**src/hdl/ctm_pkg.sv**
```systemverilog
// package: register map, field layouts and types of the compact timer
package ctm_pkg;

  // ==========================================================
  // register map (byte addresses, one word per register)
  localparam logic [7:0] OFS_CTRL0 = 8'h00;
  localparam logic [7:0] OFS_OUT_CTRL = 8'h04;
  localparam logic [7:0] OFS_CMP_A = 8'h08;
  localparam logic [7:0] OFS_COUNT = 8'h0C;
  localparam logic [7:0] OFS_FLAGS = 8'h10;
  localparam logic [7:0] OFS_PRESCALE = 8'h14;

  // ==========================================================
  // field positions and reset values
  localparam int CTRL0_ON_BIT = 3;
  localparam int FLAG_A_BIT = 0;
  localparam int FLAG_P_BIT = 1;
  localparam logic [7:0] RST_OUT_CTRL = 8'h00;
  localparam logic [3:0] RST_CTRL0 = 4'h0;
  localparam logic [9:0] RST_CMP_A = 10'h000;
  localparam logic [7:0] RST_PRESCALE = 8'h00;

  // ==========================================================
  // counter geometry
  localparam int CNT_W = 10;
  localparam logic [9:0] CNT_MAX = 10'h3FF;
  localparam logic [10:0] FULL_PERIOD = 11'h400;

  // ==========================================================
  // types
  typedef enum logic [1:0] {
    MODE_CMP = 2'b00,
    MODE_UNDEF = 2'b01,
    MODE_PWM = 2'b10,
    MODE_TIMER = 2'b11
  } op_mode_t;

  typedef enum logic [1:0] {
    FUNC_NONE = 2'b00,
    FUNC_LOW = 2'b01,
    FUNC_HIGH = 2'b10,
    FUNC_TOGGLE = 2'b11
  } out_func_t;

  typedef enum logic [2:0] {
    SEL_CTRL0 = 3'b000,
    SEL_OUT_CTRL = 3'b001,
    SEL_CMP_A = 3'b010,
    SEL_COUNT = 3'b011,
    SEL_FLAGS = 3'b100,
    SEL_PRESCALE = 3'b101,
    SEL_NONE = 3'b111
  } reg_sel_t;

  typedef struct packed {
    op_mode_t op_mode;
    out_func_t out_func;
    logic out_initial_level;
    logic out_invert;
    logic period_duty_swap;
    logic clear_source_select;
  } out_ctrl_t;

  typedef struct packed {
    logic tick;
    logic hit_a;
    logic hit_p;
  } cnt_evt_t;

endpackage

```
**src/hdl/ctm_tick_gen.sv**
```systemverilog
// tick generator: divides pclk into the timer counting clock
`timescale 1ns/1ps
`default_nettype none
module ctm_tick_gen import ctm_pkg::*; #(
  parameter int DIV_W = 8
) (
  input wire logic pclk,
  input wire logic presetn,
  input wire logic run,
  input wire logic [DIV_W-1:0] divide,
  output logic tick_q
);

  logic [DIV_W-1:0] div_cnt_q;
  logic [DIV_W-1:0] div_cnt_d;
  logic tick_d;

  // ==========================================================
  // one tick every divide+1 clocks while running
  always_comb begin
    div_cnt_d = div_cnt_q;
    tick_d = 1'b0;
    if (!run) begin
      div_cnt_d = '0;
    end else if (div_cnt_q >= divide) begin
      div_cnt_d = '0;
      tick_d = 1'b1;
    end else begin
      div_cnt_d = div_cnt_q + 1'b1;
    end
  end

  always_ff @(posedge pclk or negedge presetn) begin
    if (!presetn) begin
      div_cnt_q <= '0;
      tick_q <= 1'b0;
    end else begin
      div_cnt_q <= div_cnt_d;
      tick_q <= tick_d;
    end
  end

endmodule // ctm_tick_gen
`default_nettype wire

```
**src/hdl/ctm_timer.sv**
```systemverilog
// compact 10-bit timer with compare-match, pwm and timer modes behind apb
//
// Local design decisions: the address map and the APB interface to the registers.
`timescale 1ns/1ps
`default_nettype none
module ctm_timer import ctm_pkg::*; #(
  parameter int ADDR_W = 8,
  parameter int DIV_W = 8
) (
  input wire logic pclk,
  input wire logic presetn,
  input wire logic psel,
  input wire logic penable,
  input wire logic pwrite,
  input wire logic [ADDR_W-1:0] paddr,
  input wire logic [31:0] pwdata,
  input wire logic [3:0] pstrb,
  output logic [31:0] prdata,
  output logic pready,
  output logic pslverr,
  output logic timer_out_pin,
  output logic timer_out_oe
);

  // ==========================================================
  // address decode, shared by read and write paths
  function automatic reg_sel_t decode(input logic [ADDR_W-1:0] a);
    logic [7:0] a8;
    a8 = a[7:0];
    if (a8 == OFS_CTRL0) begin
      decode = SEL_CTRL0;
    end else if (a8 == OFS_OUT_CTRL) begin
      decode = SEL_OUT_CTRL;
    end else if (a8 == OFS_CMP_A) begin
      decode = SEL_CMP_A;
    end else if (a8 == OFS_COUNT) begin
      decode = SEL_COUNT;
    end else if (a8 == OFS_FLAGS) begin
      decode = SEL_FLAGS;
    end else if (a8 == OFS_PRESCALE) begin
      decode = SEL_PRESCALE;
    end else begin
      decode = SEL_NONE;
    end
  endfunction

  // ==========================================================
  // state
  out_ctrl_t out_ctrl_q, out_ctrl_d;
  logic module_on_q, module_on_d;
  logic [2:0] compare_p_value_q, compare_p_value_d;
  logic [9:0] compare_a_value_q, compare_a_value_d;
  logic [DIV_W-1:0] prescale_q, prescale_d;
  logic match_a_flag_q, match_a_flag_d;
  logic match_p_flag_q, match_p_flag_d;
  logic [9:0] cnt_q, cnt_d;
  logic on_prev_q, on_prev_d;
  logic out_state_q, out_state_d;
  logic pin_d, oe_d;
  logic [31:0] prdata_d;
  logic pready_d, pslverr_d;
  logic tick;
  cnt_evt_t evt;

  logic wr_en;
  reg_sel_t wsel, rsel;
  logic on_rise;
  logic [9:0] cnt_inc;
  logic clear_cnt;
  logic set_a, set_p;
  logic [10:0] duty;
  logic pwm_active;
  logic pwm_level;
  logic is_pwm;

  // ==========================================================
  // counting clock
  ctm_tick_gen #(
    .DIV_W(DIV_W)
  ) u_tick (
    .pclk(pclk),
    .presetn(presetn),
    .run(module_on_q),
    .divide(prescale_q),
    .tick_q(tick)
  );

  // ==========================================================
  // comparators
  always_comb begin
    cnt_inc = cnt_q + 10'h001;
    evt.tick = tick;
    evt.hit_a = (cnt_inc == compare_a_value_q) && (compare_a_value_q != 10'h000);
    // P compares the top three bits; code 000 matches at wrap = overflow
    evt.hit_p = (cnt_inc[9:7] == compare_p_value_q) && (cnt_inc[6:0] == 7'h00);
  end

  // ==========================================================
  // counter clear and flag events per mode
  always_comb begin
    is_pwm = (out_ctrl_q.op_mode == MODE_PWM);
    on_rise = module_on_q && !on_prev_q;
    on_prev_d = module_on_q;
    clear_cnt = 1'b0;
    set_a = 1'b0;
    set_p = 1'b0;
    if (evt.tick) begin
      if (is_pwm) begin
        // period register clears, clear select ignored
        clear_cnt = out_ctrl_q.period_duty_swap ? evt.hit_a : evt.hit_p;
        set_a = evt.hit_a;
        set_p = evt.hit_p;
      end else if (out_ctrl_q.clear_source_select) begin
        clear_cnt = evt.hit_a;
        set_a = evt.hit_a;
      end else begin
        clear_cnt = evt.hit_p;
        set_a = evt.hit_a;
        set_p = evt.hit_p;
      end
    end
    cnt_d = cnt_q;
    if (on_rise) begin
      cnt_d = 10'h000;
    end else if (evt.tick) begin
      // without a clear the 10-bit counter wraps past 3FF by itself
      cnt_d = clear_cnt ? 10'h000 : cnt_inc;
    end
  end

  // ==========================================================
  // pwm waveform
  always_comb begin
    if (out_ctrl_q.period_duty_swap) begin
      duty = (compare_p_value_q == 3'b000) ? FULL_PERIOD : {1'b0, compare_p_value_q, 7'h00};
    end else begin
      duty = {1'b0, compare_a_value_q};
    end
    // counter never reaches period, so duty >= period stays active
    pwm_active = ({1'b0, cnt_q} < duty);
    case (out_ctrl_q.out_func)
      FUNC_NONE: pwm_level = 1'b0;
      FUNC_LOW: pwm_level = 1'b1;
      FUNC_HIGH: pwm_level = pwm_active;
      default: pwm_level = 1'b0;
    endcase
  end

  // ==========================================================
  // compare-match output state and pin drive
  always_comb begin
    out_state_d = out_state_q;
    if (on_rise) begin
      out_state_d = out_ctrl_q.out_initial_level;
    end else if (set_a && (out_ctrl_q.op_mode == MODE_CMP)) begin
      // only A matches move the pin
      case (out_ctrl_q.out_func)
        FUNC_LOW: out_state_d = 1'b0;
        FUNC_HIGH: out_state_d = 1'b1;
        FUNC_TOGGLE: out_state_d = !out_state_q;
        default: out_state_d = out_state_q;
      endcase
    end
    oe_d = 1'b1;
    if (out_ctrl_q.op_mode == MODE_TIMER) begin
      oe_d = 1'b0;
      pin_d = 1'b0;
    end else if (is_pwm) begin
      // initial level bit picks the active level
      pin_d = (pwm_level ? out_ctrl_q.out_initial_level : !out_ctrl_q.out_initial_level)
              ^ out_ctrl_q.out_invert;
    end else begin
      pin_d = out_state_q ^ out_ctrl_q.out_invert;
    end
  end

  // ==========================================================
  // apb slave: answer built in setup, pready in the access phase
  always_comb begin
    wsel = decode(paddr);
    rsel = decode(paddr);
    wr_en = psel && penable && pready && pwrite && pstrb[0] && !pslverr;
    pready_d = psel && !penable;
    pslverr_d = psel && !penable && (rsel == SEL_NONE);
    prdata_d = prdata;
    if (psel && !penable) begin
      prdata_d = 32'h0000_0000;
      if (rsel == SEL_CTRL0) begin
        prdata_d[3:0] = {module_on_q, compare_p_value_q};
      end else if (rsel == SEL_OUT_CTRL) begin
        prdata_d[7:0] = out_ctrl_q;
      end else if (rsel == SEL_CMP_A) begin
        prdata_d[9:0] = compare_a_value_q;
      end else if (rsel == SEL_COUNT) begin
        prdata_d[9:0] = cnt_q;
      end else if (rsel == SEL_FLAGS) begin
        prdata_d[1:0] = {match_p_flag_q, match_a_flag_q};
      end else if (rsel == SEL_PRESCALE) begin
        prdata_d[DIV_W-1:0] = prescale_q;
      end
    end
  end

  // ==========================================================
  // register writes and sticky flags (set wins over clear)
  always_comb begin
    out_ctrl_d = out_ctrl_q;
    module_on_d = module_on_q;
    compare_p_value_d = compare_p_value_q;
    compare_a_value_d = compare_a_value_q;
    prescale_d = prescale_q;
    match_a_flag_d = match_a_flag_q;
    match_p_flag_d = match_p_flag_q;
    if (wr_en) begin
      if (wsel == SEL_CTRL0) begin
        module_on_d = pwdata[CTRL0_ON_BIT];
        compare_p_value_d = pwdata[2:0];
      end else if (wsel == SEL_OUT_CTRL) begin
        out_ctrl_d = out_ctrl_t'(pwdata[7:0]);
      end else if (wsel == SEL_CMP_A) begin
        compare_a_value_d = pwdata[9:0];
      end else if (wsel == SEL_FLAGS) begin
        if (pwdata[FLAG_A_BIT]) begin
          match_a_flag_d = 1'b0;
        end
        if (pwdata[FLAG_P_BIT]) begin
          match_p_flag_d = 1'b0;
        end
      end else if (wsel == SEL_PRESCALE) begin
        prescale_d = pwdata[DIV_W-1:0];
      end
    end
    if (set_a) begin
      match_a_flag_d = 1'b1;
    end
    if (set_p) begin
      match_p_flag_d = 1'b1;
    end
  end

  // ==========================================================
  // registers
  always_ff @(posedge pclk or negedge presetn) begin
    if (!presetn) begin
      out_ctrl_q <= out_ctrl_t'(RST_OUT_CTRL);
      module_on_q <= RST_CTRL0[CTRL0_ON_BIT];
      compare_p_value_q <= RST_CTRL0[2:0];
      compare_a_value_q <= RST_CMP_A;
      prescale_q <= RST_PRESCALE[DIV_W-1:0];
      match_a_flag_q <= 1'b0;
      match_p_flag_q <= 1'b0;
      cnt_q <= 10'h000;
      on_prev_q <= 1'b0;
      out_state_q <= 1'b0;
      timer_out_pin <= 1'b0;
      timer_out_oe <= 1'b0;
      prdata <= 32'h0000_0000;
      pready <= 1'b0;
      pslverr <= 1'b0;
    end else begin
      out_ctrl_q <= out_ctrl_d;
      module_on_q <= module_on_d;
      compare_p_value_q <= compare_p_value_d;
      compare_a_value_q <= compare_a_value_d;
      prescale_q <= prescale_d;
      match_a_flag_q <= match_a_flag_d;
      match_p_flag_q <= match_p_flag_d;
      cnt_q <= cnt_d;
      on_prev_q <= on_prev_d;
      out_state_q <= out_state_d;
      timer_out_pin <= pin_d;
      timer_out_oe <= oe_d;
      prdata <= prdata_d;
      pready <= pready_d;
      pslverr <= pslverr_d;
    end
  end

endmodule // ctm_timer
`default_nettype wire

```
**config.mk**
```make
export PLATFORM = sky130hd
export DESIGN_NAME = ctm_timer
export DESIGN_NICKNAME = d
export VERILOG_FILES = /design/src/hdl/ctm_pkg.sv /design/src/hdl/ctm_tick_gen.sv /design/src/hdl/ctm_timer.sv
export SDC_FILE = /design/constraint.sdc
export NUM_CORES = 1
export LEC_CHECK = 0
export BUFFER_PORTS_ARGS = -buffer_cell sky130_fd_sc_hd__buf_2
export CELL_PAD_IN_SITES_DETAIL_PLACEMENT = 1
export CELL_PAD_IN_SITES_GLOBAL_PLACEMENT = 1
export CORE_AREA = 5 5 112 125
export DETAILED_ROUTE_END_ITERATION = 12
export DIE_AREA = 0 0 117 130
export PLACE_DENSITY_LB_ADDON = 0.08
export SETUP_SLACK_MARGIN = 0.3
export SYNTH_ARGS = -nofsm -noshare
export SYNTH_HDL_FRONTEND = slang
export SYNTH_SLANG_ARGS = --single-unit
```
**constraint.sdc**
```tcl
create_clock -name pclk -period 5.1 [get_ports pclk]
set_clock_uncertainty 0.15 [all_clocks]
set_input_delay 1.02 -clock pclk [delete_from_list [all_inputs] [get_ports pclk]]
set_output_delay 1.02 -clock pclk [all_outputs]
set_load 0.005 [all_outputs]
```
== Word level (Yosys, flattened, before mapping) ==
Index checks and enable logic that the tools add are counted.

* Bits in registers: 67
* Bits in latches: 0
* RAM bits: 0
* Memory bits (read-only): 0
* Input bits: 49
* Output and inout port bits: 36
* Word-level logic and storage cells: 149
* Memories kept: 0

* $add $sub $neg: 2
* $mul: 0
* Div/mod/pow operators: 0
* Magnitude comparators: 2
* Equal/unequal tests: 24
* Shift-type cells: 0
* Multiplexer cells: 55
* Bitwise operators: 6
* Reduce and logical (&&, ||, !) cells: 38

{| class="wikitable"
|+ Operators by type and width
! operator !! number
|-
| $mux W10 || 4
|-
| $mux W8 || 5
|-
| $mux W1 || 30
|-
| $mux W11 || 2
|-
| $reduce_and A6 Y1 || 3
|-
| $eq A8 B4 Y1 const B || 2
|-
| $eq A8 B5 Y1 const B || 2
|-
| $reduce_bool A2 Y1 || 8
|-
| $mux W3 || 5
|-
| $mux W6 || 2
|-
| $ne A2 B2 Y1 const B || 6
|-
| $logic_and A1 B1 Y1 || 11
|-
| $lt A10 B11 Y1 || 1
|-
| $add A10 B1 Y10 const B || 1
|-
| $eq A10 B10 Y1 || 1
|-
| $reduce_bool A10 Y1 || 1
|-
| $eq A3 B3 Y1 const B || 3
|-
| $add A8 B1 Y8 const B || 1
|-
| $eq A2 B2 Y1 const B || 4
|-
| $eq A8 B3 Y1 const B || 1
|-
| $ge A8 B8 Y1 || 1
|-
| $logic_not A8 Y1 || 1
|-
| $mux W2 || 4
|-
| $logic_not A7 Y1 || 1
|-
| other kinds (16) || 27
|}

== Depth between registers and ports, before layout ==
Gate-level depths: netlist of the first run.

* Depth after elaboration: 14
* Mapped depth: 12
* Mapped depth without buffers: 10

== Cells and area by module ==
From an unflattened synthesis of the first run, not the netlist that was laid out.

* Cells, all modules: 428
* Area total of the unflattened synthesis: 4,480.5 um^2

{| class="wikitable"
|+ Modules (own cells, without submodules)
! module !! instances !! cells each !! area each (um^2) !! sequential area each (um^2)
|-
| ctm_timer || 1 || 369 || 3,883.7 || 1,451.4
|-
| ctm_tick_gen || 1 || 59 || 596.8 || 225.2
|}

== Worst setup path after synthesis of the first run ==
No wires, ideal clock.

* Path type: input port to flip-flop
* Start point: in paddr[0]
* End point: reg prescale_q[0]
* Setup time: 0.125 ns
* Arrival time: 2.754 ns
* Data required time: 4.825 ns
* Path slack: 2.071 ns
* Cell stages on the path: 5
* Buffers on the path: 1
* Cells stage by stage: or4_1 -> nor4b_2 -> and3_1 -> clkbuf_1 -> mux2_2

* Cells in the longest elaborated chain, start to end: 10
* Elaborated cells on any way between the ends: 22
* Those cells by class: eq/ne: 9; mux: 6; bitwise: 4; reduce/logical: 3

{| class="wikitable"
|+ Ends and longest elaborated chain
! element !! line !! RTL
|-
| start: declaration || ctm_timer.sv:15 || <nowiki>input wire logic [ADDR_W-1:0] paddr,</nowiki>
|-
| $eq A8 B5 Y1 || ctm_timer.sv:40 || <nowiki>end else if (a8 == OFS_PRESCALE) begin</nowiki>
|-
| $mux W2 || ctm_timer.sv:40 ||
|-
| $mux W3 || ctm_timer.sv:38 || <nowiki>end else if (a8 == OFS_FLAGS) begin</nowiki>
|-
| $mux W3 || ctm_timer.sv:36 || <nowiki>end else if (a8 == OFS_COUNT) begin</nowiki>
|-
| $mux W3 || ctm_timer.sv:34 || <nowiki>end else if (a8 == OFS_CMP_A) begin</nowiki>
|-
| $mux W3 || ctm_timer.sv:32 || <nowiki>end else if (a8 == OFS_OUT_CTRL) begin</nowiki>
|-
| $mux W3 (*) || ctm_timer.sv:30 || <nowiki>if (a8 == OFS_CTRL0) begin</nowiki>
|-
| $eq A3 B3 Y1, or another cell as far along || ctm_timer.sv:222 || <nowiki>end else if (wsel == SEL_FLAGS) begin</nowiki>
|-
| $not A1 Y1 (no source line) || - ||
|-
| $reduce_and A6 Y1 (no source line) (*) || - ||
|-
| end signal: assignment || ctm_timer.sv:249 || <nowiki>prescale_q <= RST_PRESCALE[DIV_W-1:0];</nowiki>
|-
| end signal: assignment || ctm_timer.sv:265 || <nowiki>prescale_q <= prescale_d;</nowiki>
|-
| end: declaration || ctm_timer.sv:53 || <nowiki>logic [DIV_W-1:0] prescale_q, prescale_d;</nowiki>
|}

Mark *: on every way between the ends. The rest lies on a longest branch, timed or not.
A chain may end at the register's enable or synchronous reset.

== Final worst setup path of the first run ==
* Start point: reg cnt_q[0]
* End point: reg cnt_q[3]

* Cells in the longest elaborated chain, start to end: 9
* Elaborated cells on any way between the ends: 13
* Those cells by class: add/sub: 1; eq/ne: 2; mux: 7; reduce/logical: 3

{| class="wikitable"
|+ Ends and longest elaborated chain
! element !! line !! RTL
|-
| start: declaration || ctm_timer.sv:56 || <nowiki>logic [9:0] cnt_q, cnt_d;</nowiki>
|-
| start signal: assignment || ctm_timer.sv:268 || <nowiki>cnt_q <= cnt_d;</nowiki>
|-
| $add A10 B1 Y10 (*) || ctm_timer.sv:91 || <nowiki>cnt_inc = cnt_q + 10'h001;</nowiki>
|-
| $eq A10 B10 Y1, or another cell as far along || ctm_timer.sv:93 || <nowiki>evt.hit_a = (cnt_inc == compare_a_value_q) && (compare_a_value_q != 10'h000);</nowiki>
|-
| $logic_and A1 B1 Y1, on equally long branches || ctm_timer.sv:93, ctm_timer.sv:95 ||
|-
| $mux W1, on equally long branches || ctm_timer.sv:113, ctm_timer.sv:110 ||
|-
| $mux W1 || ctm_timer.sv:108 || <nowiki>if (is_pwm) begin</nowiki>
|-
| $mux W1 || ctm_timer.sv:107 || <nowiki>if (evt.tick) begin</nowiki>
|-
| $mux W10 (*) || ctm_timer.sv:127 || <nowiki>cnt_d = clear_cnt ? 10'h000 : cnt_inc;</nowiki>
|-
| $mux W10 (*) || ctm_timer.sv:125 || <nowiki>end else if (evt.tick) begin</nowiki>
|-
| $mux W10 (*) || ctm_timer.sv:123 || <nowiki>if (on_rise) begin</nowiki>
|}

Mark *: on every way between the ends. The rest lies on a longest branch, timed or not. The select of a mux whose other input is x is not followed.

==> summary.txt, run 1 <==
Floorplanning
  – Die area: 15200 µm²
  – # rows: 43
  – Core box area: 12500 µm²
  – Height of the die: 130 µm
  – Effective utilization at floorplan: 34.3%
  – Io pins: 85
  – Die width: 117 µm

Timing
  – Final critical-path required period: 3.51 ns
  – Final hold violation count: 0
  – Slew margin rel.: 40.5%
  – Max frequency: 285 MHz
  – Max-slew violations: 0
  – Final period util: 68.9%
  – Worst Tran Pin Value: 0.893 ns
  – Setup tns final: 0 ns
  – RSZ-0062 raised after global routing: no
  – Final setup violation count: 0

Clock network
  – Resized cells post-CTS: 0
  – CTS sink count: 67
  – CTS tree: done
  – Clock latency on the worst-skew pair: 0.33 ns
  – Cts bufs inserted: 9
  – Hold_buf cts: 0
  – H-tree levels: 3
  – CTS root buffer: clkbuf_16
  – Post-CTS Setup Inserts: 0
  – Clk buf depth: 2
  – Clock Pin Slew Worst Setup and Hold Paths: 0.06 ns

Logic synthesis
  – Yosys top cell by area: dfrtp_1
  – Unique cell type count in the Yosys netlist: 59
  – Ys Warns: 0
  – Post-synthesis sequential area ratio: 39.1%
  – Mapped Cells: 447
  – Synth Area per Inst: 9.59 µm²
  – Main area contributors after synthesis: dfrtp_1, ha_1, mux2_2
  – Post-synth EDFFs: 0
  – Post-synth top cells: dfrtp_1, nand2_1, o21ai_0, mux2_2
  – Top-area cell type share of the netlist area: 39.1%
  – Synthesized area: 4290 µm²
  – Post-synth ARST share: 100%
  – Seq cells post-synth: 67
  – Count leader, synth: dfrtp_1
  – Main synth FF type: dfrtp_1

Worst hold path
  – Worst min path class: reg2reg
  – WHS Endpoint: prdata[8]
  – Hold path startpoint: prdata[8]
  – Cells on Worst Hold Path: 2

Place
  – Routability Congestion: 0.803
  – DP Area: 4470 µm²
  – Final HPWL DP: 9380 µm
  – PortBufs: 37

Global route
  – Met2 GRT Util: 27.5%
  – Largest net degree at the start of global routing: 38
  – Vias in the first global route: 3464
  – M3 GR Usage: 2.83%
  – Met1 global-route usage: 23.8%
  – Total track usage: 17.1%
  – Antenna violations before repair: 0
  – Most Crowded Layer GR: met2
  – GRT Residual Overflow: 0
  – First-pass GRT wire length: 19700 µm

Setup path
  – Critical Path End Type: flip-flop
  – Reg-to-reg slack, setup: 1.59 ns
  – Worst r2r path cells: 9
  – Worst r2r dst: cnt_q[3]
  – Crit path kind: reg2reg
  – Worst Path Required: 5.19 ns
  – R2r startpoint: cnt_q[0]
  – CP startpoint kind: flip-flop
  – Crit Path Max Fanout: 18
  – Crit path DAT: 3.60 ns

Run
  – Max Cap Viol: 0

Status
  – Status: finished clean

Route
  – Iteration count of the initial detailed-routing pass: 4
  – Wire length per cell: 19.2 µm
  – Final wirelength: 12200 µm
  – Antenna-violating nets left: 0
  – Vias per std cell: 5.31
  – DRC errors left: 0
  – 1st-iter DRT viols: 116
  – Via Count: 3374

Cells and area
  – Layout Nets: 546
  – Reg area: 1680 µm²
  – Design area: 4790 µm²
  – Area growth syn-to-layout: 11.7%
  – N_diodes: 0
  – Fillers: 1447
  – Share of layout cells above drive strength 1: 18.4%
  – Multi-input logic area: 2340 µm²

Power
  – Leakage: 2.26 nW
  – Tot Pwr: 1.24 mW
  – Maximum vdd drop: 0.177 mV
  – Cell Pwr Density: 260 nW/µm²
-- kinds of logic (layout without fill, tap and decap cells) --
| logic type | after synthesis | in the layout | share of synthesized area, % |
|---|---|---|---|
| AO/OA/AOI/OAI | 92 | 92 | 13.8 |
| adder cells (fa/ha/maj) | 23 | 23 | 6.72 |
| other | 1 | 22 | 0.0875 |
| AND/OR/NAND/NOR | 141 | 141 | 17.1 |
| XOR/XNOR | 27 | 27 | 6.01 |
| flip-flops | 67 | 67 | 39.1 |
| multiplexers | 36 | 36 | 9.14 |
| buffers and inverters | 60 | 71 | 8.00 |
-- worst max path at each step --
stage                     startpoint       endpoint  depth (start not counted)  slack [ns]
after floorplan             paddr[0]  prescale_q[0]                          5        2.07
after global placement      paddr[0]  prescale_q[0]                          5        1.56
after detailed placement    paddr[0]  prescale_q[0]                          5        1.55
after CTS                   cnt_q[0]       cnt_q[3]                          9        1.56
after global routing        cnt_q[0]       cnt_q[3]                          9        1.31
final                       cnt_q[0]       cnt_q[3]                          9        1.59
-- report_power, final --
part           switching [mW]  internal (mW)
clock network           0.247          0.406
logic                  0.0361         0.0154
registers             0.00235          0.535
total                   0.286          0.957
-- metrics by stage --
stage / setup slack, ns / hold slack, ns / util, % / std cells
6_report: 1.59 / 0.323 / 38.3 / 636
5_1_grt: 1.31 / 0.352 / 38.3 / 636
4_1_cts: 1.56 / 0.329 / 38.3 / 636
3_5_place_dp: 1.55 / 0.316 / 35.8 / 620
3_3_place_gp: 1.56 / 0.313 / 35.8 / 620
2_1_floorplan: 2.07 / 0.281 / - / 468
-- critical path: stages (launching register included) --
cell	delay [ns]
dfrtp_1	0.65
ha_1	0.50
and3_1	0.33
nand3_1	0.18
xor2_1	0.21
o2111a_1	0.24
nand3_1	0.14
o31a_1	0.62
a31oi_1	0.17
o21ai_0	0.21
-- state kept, by name, summed over array words and instances (netlist names), 3 cells and up --
| register | cells |
|---|---|
| compare_a_value_q | 10 |
| u_tick.div_cnt_q | 8 |
| prdata | 10 |
| out_ctrl_q | 8 |
| cnt_q | 10 |
| compare_p_value_q | 3 |
| prescale_q | 8 |
-- routing by layer --
metal / vias to the layer above / routed length (µm)
met5: - / 0
met4: 0 / 157
met3: 10 / 328
met2: 47 / 5960
met1: 1720 / 5790
li1: 1597 / -
-- cell usage in the layout, fill, tap and decap left out, types with 10 or more instances in the layout --
master	n
o21ai_0	27
buf_2	37
nor2_1	22
conb_1	22
a21oi_1	10
nand2_1	52
xor2_1	11
dfrtp_1	67
nand2b_1	12
inv_1	17
mux2_2	25
a31oi_1	17
ha_1	23
mux2i_1	11
nand3_1	15
xnor2_1	14
-- final cells by class --
class,count,share of cell area (%)
multi-input cells,341,49.0
clock buffers,11,5.28
well taps,157,4.10
repair buffers,38,4.03
flip-flops and latches,67,35.0
clock inverters,5,1.23
inverters,17,1.33
No activity file was read; power rests on OpenSTA's default activity.
==> run 2, diff against run 1 <==
==> constraint.sdc (replaced) <==
create_clock -name pclk -period 3 [get_ports pclk]
set_clock_uncertainty 0.15 [all_clocks]
set_input_delay 0.6 -clock pclk [delete_from_list [all_inputs] [get_ports pclk]]
set_output_delay 0.6 -clock pclk [all_outputs]
set_load 0.005 [all_outputs]
==> run 2 against run 1 <==
Core utilization increased by 2.6 points. Total power up 63%. Global-route usage up 0.75 points. Design area increased by 6.8%. Critical path depth stayed put. Routed wire length is 3.2% higher. Die area stayed put. Sequential cell count stayed put. Combinational power is 81% higher. Non-clock buffer count up 28. Sequential share of layout area fell by 2.2 points. Worst setup slack got worse by 1.2 ns. Critical path type unchanged. Critical endpoint is now timer_out_pin. Largest power group unchanged.
==> summary.txt, run 2 (synthesis gave the netlist of run 1 again) <==
Status
  – Status: finished clean

Place
  – Final HPWL DP: 9720 µm (+3.6%)
  – PortBufs: 37 (unchanged)
  – DP Area: 4670 µm² (+4.4%)
  – Routability Congestion: 0.837 (+4.2%)

Clock network
  – Clk buf depth: 2 (unchanged)
  – CTS root buffer: clkbuf_16
  – H-tree levels: 3 (unchanged)
  – CTS tree: done
  – CTS sink count: 67 (unchanged)
  – Clock latency on the worst-skew pair: 0.35 ns (+0.02 ns)
  – Hold_buf cts: 0 (unchanged)
  – Cts bufs inserted: 9 (unchanged)
  – Clock Pin Slew Worst Setup and Hold Paths: 0.06 ns (about the same)

Setup path
  – Reg-to-reg slack, setup: 0.42 ns (-1.17 ns)
  – R2r startpoint: cnt_q[0]
  – Crit path DAT: 2.67 ns (-0.93 ns)
  – CP startpoint kind: flip-flop
  – Worst r2r dst: timer_out_pin
  – Crit Path Max Fanout: 7 (-11)
  – Worst r2r path cells: 9 (unchanged)
  – Worst path slowest cell: or3b_2
  – CP max stage delay: 0.45 ns (-0.20 ns)
  – Crit path kind: reg2reg
  – Critical Path End Type: flip-flop
  – Worst Path Required: 3.09 ns (-2.10 ns)
  – Most common cell on crit path: a21oi_1
  – Crit-path cells: buf_6 > buf_12 > or3b_2 > a21o_1 > a21oi_1 > o311ai_0 > a21oi_1 > xnor2_1 > o31ai_1

Cells and area
  – Share of layout cells above drive strength 1: 25.0% (+6.7 points)
  – Commonest non-fill, non-tap cell in the layout: dfrtp_1
  – N_diodes: 0 (unchanged)
  – Area growth syn-to-layout: 19.3%
  – Design area: 5110 µm² (+6.8%)
  – Layout Nets: 574 (+5.1%)
  – Largest registers: cnt_q: 10 flops, compare_a_value_q: 10 flops, prdata: 10 flops
  – Most frequent cells in the layout: dfrtp_1, nand2_1, buf_2

Floorplanning
  – Die width: 117 µm (unchanged)
  – Io pins: 85 (unchanged)
  – Effective utilization at floorplan: 34.3% (unchanged)
  – Die area: 15200 µm² (unchanged)
  – Core box area: 12500 µm² (unchanged)
  – Height of the die: 130 µm (unchanged)
  – # rows: 43 (unchanged)

Route
  – 1st-iter DRT viols: 126 (+8.6%)
  – Antenna-violating nets left: 0 (unchanged)
  – Final wirelength: 12600 µm (+3.2%)
  – DRC errors left: 0 (unchanged)
  – Vias per std cell: 5.15 (-2.9%)
  – Iteration count of the initial detailed-routing pass: 4 (unchanged)
  – Via Count: 3421 (+1.4%)
  – Wire length per cell: 19.0 µm (-1.2%)

Global route
  – GRT Residual Overflow: 0 (unchanged)
  – Total track usage: 17.8% (+0.75 points)
  – First-pass GRT wire length: 20400 µm (+3.5%)
  – Vias in the first global route: 3658 (+5.6%)
  – Antenna violations before repair: 0 (unchanged)
  – Largest net degree at the start of global routing: 38 (unchanged)

Timing
  – Final period util: 86.1% (+17 points)
  – RSZ-0062 raised after global routing: no
  – Slew margin rel.: 47.9% (+7.4 points)
  – Final setup violation count: 0 (unchanged)
  – Worst Tran Pin Value: 0.782 ns (-0.111 ns)
  – Max frequency: 387 MHz (+36%)
  – Final critical-path required period: 2.58 ns (-0.928 ns)
  – Final hold violation count: 0 (unchanged)
  – Setup tns final: 0 ns (unchanged)
  – Max-slew violations: 0 (unchanged)

Power
  – Maximum vdd drop: 0.286 mV (+61%)
  – Leakage: 2.42 nW (+7.3%)
  – Cell Pwr Density: 396 nW/µm² (+52%)

Run
  – Max Cap Viol: 0 (unchanged)

Worst hold path
  – Worst min path class: in2async
==> run 2: changes by cell type in the layout (fill, tap and decap cells not counted), sizes merged <==
cell      delta
buf         +28
bufinv       -1
clkbuf       +2
clkinvlp     -1
==> run 2: critical path: cells and delay by family, from the launching register on <==
family          cells  cell delay [ns]
flops               1             0.42
simple gates        1             0.45
buf+inv             2             0.29
compound gates      5             1.06
xor+xnor            1             0.10
==> run 2: final cells by class <==
| cell class | count | area, µm² |
|---|---|---|
| fillers | 1429 | 7370 |
| multi-input cells | 341 | 2440 |
| flip-flops and latches | 67 | 1680 |
| repair buffers | 66 | 448 |
| clock buffers | 13 | 260 |
| well taps | 157 | 196 |
| inverters | 17 | 63.8 |
| clock inverters | 3 | 21.3 |
==> run 2: repair_timing <==
item / in CTS / in global routing
pin swaps: 1 / 4
gates resized for setup: 5 / 16
setup buffers: 0 / 5
endpoints found under the setup margin: 10 / 14
==> run 2: power by group <==
part           internal (mW)  switching (mW)
Combinational         0.0296          0.0634
Sequential             0.910         0.00399
Clock                  0.606           0.409
==> run 2: metrics by stage <==
stage | hold slack, ns | worst slack, ns | total power, mW | utilization (%) | cells
after floorplan | 0.154 | 0.319 | 0.984 | - | 468
after global placement | 0.309 | 0.165 | 1.02 | 37.4 | 643
after detailed placement | 0.322 | 0.118 | 1.03 | 37.4 | 643
after CTS | 0.219 | 0.301 | 2.06 | 39.8 | 659
after global routing | 0.260 | 0.297 | 2.10 | 41.0 | 664
final | 0.184 | 0.416 | 2.02 | 41.0 | 664
==> run 2: per-layer routing <==
layer  part of all wire [%]  global-route usage [%]
met1                     46                    24.0
met4                    2.3                    6.88
met5                      0                       0
met3                    3.7                    3.48
met2                     48                    28.4
==> run 2: how the worst max path moves through the flow <==
stage,startpoint,endpoint,slack [ns],depth (start not counted)
final,cnt_q[0],timer_out_pin,0.42,9
after CTS,cnt_q[0],cnt_q[5],0.30,10
after floorplan,cnt_q[1],cnt_q[1],0.32,11
after detailed placement,paddr[0],prdata[1],0.12,9
after global placement,paddr[0],prdata[0],0.17,9
after global routing,cnt_q[0],cnt_q[5],0.30,10
==> run 3, diff against run 2 <==
--- a/config.mk
+++ b/config.mk
@@ -5,12 +5,12 @@
 export SDC_FILE = /design/constraint.sdc
 export NUM_CORES = 1
 export LEC_CHECK = 0
-export BUFFER_PORTS_ARGS = -buffer_cell sky130_fd_sc_hd__buf_2
+export BUFFER_PORTS_ARGS = -buffer_cell sky130_fd_sc_hd__buf_4
 export CELL_PAD_IN_SITES_DETAIL_PLACEMENT = 1
 export CELL_PAD_IN_SITES_GLOBAL_PLACEMENT = 1
-export CORE_AREA = 5 5 112 125
+export CORE_AREA = 2 2 109 122
 export DETAILED_ROUTE_END_ITERATION = 12
-export DIE_AREA = 0 0 117 130
+export DIE_AREA = 0 0 111 124
 export PLACE_DENSITY_LB_ADDON = 0.08
 export SETUP_SLACK_MARGIN = 0.3
 export SYNTH_ARGS = -nofsm -noshare
==> run 3 against run 2 <==
Register-to-register slack worse by 0.05 ns. Sequential cell count did not move. Core utilization increased by 0.89 points. Critical path type unchanged. Critical endpoint is now cnt_q[5].
==> summary.txt, run 3 (synthesis gave the netlist of run 1 again) <==
Status
  – Status: finished clean

Floorplanning
  – Die width: 111 µm (-5.1%)
  – Effective utilization at floorplan: 34.5% (+0.15 points)
  – # rows: 43 (unchanged)
  – Height of the die: 124 µm (-4.6%)
  – Core box area: 12400 µm² (-0.43%)
  – Die area: 13800 µm² (-9.5%)
  – Io pins: 85 (unchanged)

Setup path
  – Crit path DAT: 2.69 ns (+0.02 ns)
  – CP startpoint kind: flip-flop
  – Crit path kind: reg2reg
  – Critical Path End Type: flip-flop
  – Worst Path Required: 3.06 ns (-0.03 ns)
  – Crit Path Max Fanout: 18 (+11)

Global route
  – Antenna violations before repair: 0 (unchanged)
  – First-pass GRT wire length: 20000 µm (-2.3%)
  – Total track usage: 19.2% (+1.3 points)
  – Vias in the first global route: 3594 (-1.7%)
  – GRT Residual Overflow: 0 (unchanged)
  – Largest net degree at the start of global routing: 68 (+79%)

Clock network
  – CTS sink count: 67 (unchanged)
  – Hold_buf cts: 0 (unchanged)
  – CTS root buffer: clkbuf_16
  – Clock Pin Slew Worst Setup and Hold Paths: 0.06 ns (about the same)
  – CTS tree: done
  – Clock latency on the worst-skew pair: 0.34 ns (about the same)
  – Cts bufs inserted: 9 (unchanged)
  – H-tree levels: 3 (unchanged)
  – Clk buf depth: 2 (unchanged)

Power
  – Switching Fraction: 22.7% (-0.85 points)
  – Leakage: 2.43 nW (+0.46%)
  – Combinational group share of total power: 4.9% (+0.3 points)
  – Pint: 1.61 mW (+4.1%)
  – Maximum vdd drop: 0.250 mV (-13%)
  – Sequential share of power: 43.9% (-1.3 points)
  – P_sw: 0.473 mW (-0.72%)
  – Clock power frac: 51.2% (+1.0 points)
  – Cell Pwr Density: 400 nW/µm² (+1.2%)

Route
  – Vias per std cell: 5.24 (+1.6%)
  – Iteration count of the initial detailed-routing pass: 4 (unchanged)
  – DRC errors left: 0 (unchanged)
  – 1st-iter DRT viols: 119 (-5.6%)
  – Final wirelength: 12500 µm (-0.99%)
  – Via Count: 3461 (+1.2%)
  – Antenna-violating nets left: 0 (unchanged)
  – Wire length per cell: 18.9 µm (-0.54%)

Cells and area
  – Reg area: 1680 µm² (+0.15%)
  – Largest registers: cnt_q: 10 flops, compare_a_value_q: 10 flops, prdata: 10 flops
  – Design area: 5200 µm² (+1.7%)
  – Layout Nets: 572 (-0.35%)
  – Area growth syn-to-layout: 21.4%
  – Multi-input logic area: 2470 µm² (+1.0%)
  – Fillers: 1381 (-3.4%)
  – Share of layout cells above drive strength 1: 25.6% (+0.55 points)
  – Most frequent cells in the layout: dfrtp_1, buf_4, nand2_1
  – Finished Layout Cells: 661 (-0.45%)
  – N_diodes: 0 (unchanged)

Timing
  – RSZ-0062 raised after global routing: no
  – Final setup margin: 0.368 ns (-0.0481 ns)
  – Final hold violation count: 0 (unchanged)
  – Slew margin rel.: 39.9% (-8.0 points)
  – Final period util: 87.7% (+1.6 points)
  – Setup tns final: 0 ns (unchanged)
  – Final setup violation count: 0 (unchanged)
  – Worst Tran Pin Value: 0.902 ns (+0.120 ns)
  – Hold slack: 0.208 ns (+0.0241 ns)
  – Max-slew violations: 0 (unchanged)
  – Max frequency: 380 MHz (-1.8%)
  – Final critical-path required period: 2.63 ns (+0.0481 ns)

Run
  – Max Cap Viol: 0 (unchanged)

Place
  – Routability Congestion: 0.789 (-5.7%)
  – Final HPWL DP: 9580 µm (-1.4%)
  – Placed insts: 643 (unchanged)
  – Pre-CTS setup slack: 0.139 ns (+0.0218 ns)
  – PortBufs: 37 (unchanged)
  – DP Area: 4750 µm² (+1.7%)

Worst hold path
  – Worst min path class: in2async
## run 3: cell count changes in the layout (fill, tap and decap cells not counted), moves of 2 or more
cell / before / now
dfrtp_2: 3 / 5
buf_4: 24 / 62
dfrtp_1: 64 / 62
buf_2: 37 / 0
buf_12: 3 / 1
## run 3: layout make-up
class	instances	share of cell area, %
inverters	17	1.23
well taps	157	3.78
flip-flops and latches	67	32.4
clock buffers	11	4.67
repair buffers	64	9.55
multi-input cells	341	47.4
clock inverters	4	0.986
## run 3: worst paths after layout
kind | start | end | slack, ns | cells after the start
setup / recovery | cnt_q[0] | cnt_q[5] | 0.37 | 10
hold / removal | presetn | cnt_q[4] | 0.21 | 1
setup reg to reg | cnt_q[0] | cnt_q[5] | 0.37 | 10
hold reg to reg | prdata[4] | prdata[4] | 0.33 | 2
max in group asynchronous | presetn | out_ctrl_q[1] | 1.82 | 1
min in group pclk | prdata[4] | prdata[4] | 0.33 | 2
## run 3: power by group through the flow
stage | clock network, mW | registers, mW | logic (mW)
2_1_floorplan | 0 | 0.930 | 0.0545
3_5_place_dp | 0 | 0.930 | 0.104
6_report | 1.07 | 0.914 | 0.102
4_1_cts | 1.10 | 0.914 | 0.104
3_3_place_gp | 0 | 0.930 | 0.102
5_1_grt | 1.13 | 0.914 | 0.115
## run 3: critical path, stage by stage (launching register included)
cell      delay, ns
dfrtp_2        0.45
ha_4           0.18
nand4_1        0.22
or3_1          0.44
a21boi_1       0.13
and4b_1        0.29
nand2_1        0.08
o31a_1         0.13
buf_12         0.16
a41oi_1        0.20
a31oi_1        0.06
## run 3: what timing repair did
| item | in CTS | in global routing |
|---|---|---|
| setup buffers | 2 | 1 |
| hold endpoints to repair | 0 | 0 |
| setup endpoints to repair | 18 | 20 |
| resized for setup | 10 | 16 |
| pin swaps | 3 | 5 |
## run 3: layer usage
layer | vias up | global-route usage [%] | part of all wire, %
li1 | 1652 | - | -
met1 | 1736 | 24.8 | 46
met2 | 54 | 32.6 | 50
met3 | 19 | 2.87 | 2.2
met4 | 0 | 7.81 | 2.1
met5 | - | 0 | 0
## run 3: through the flow
stage / utilization [%] / total power, mW
finish: 41.9 / 2.08
global route: 41.9 / 2.16
CTS: 41.0 / 2.11
detailed placement: 38.2 / 1.03
global placement: 38.2 / 1.03
floorplan: - / 0.984
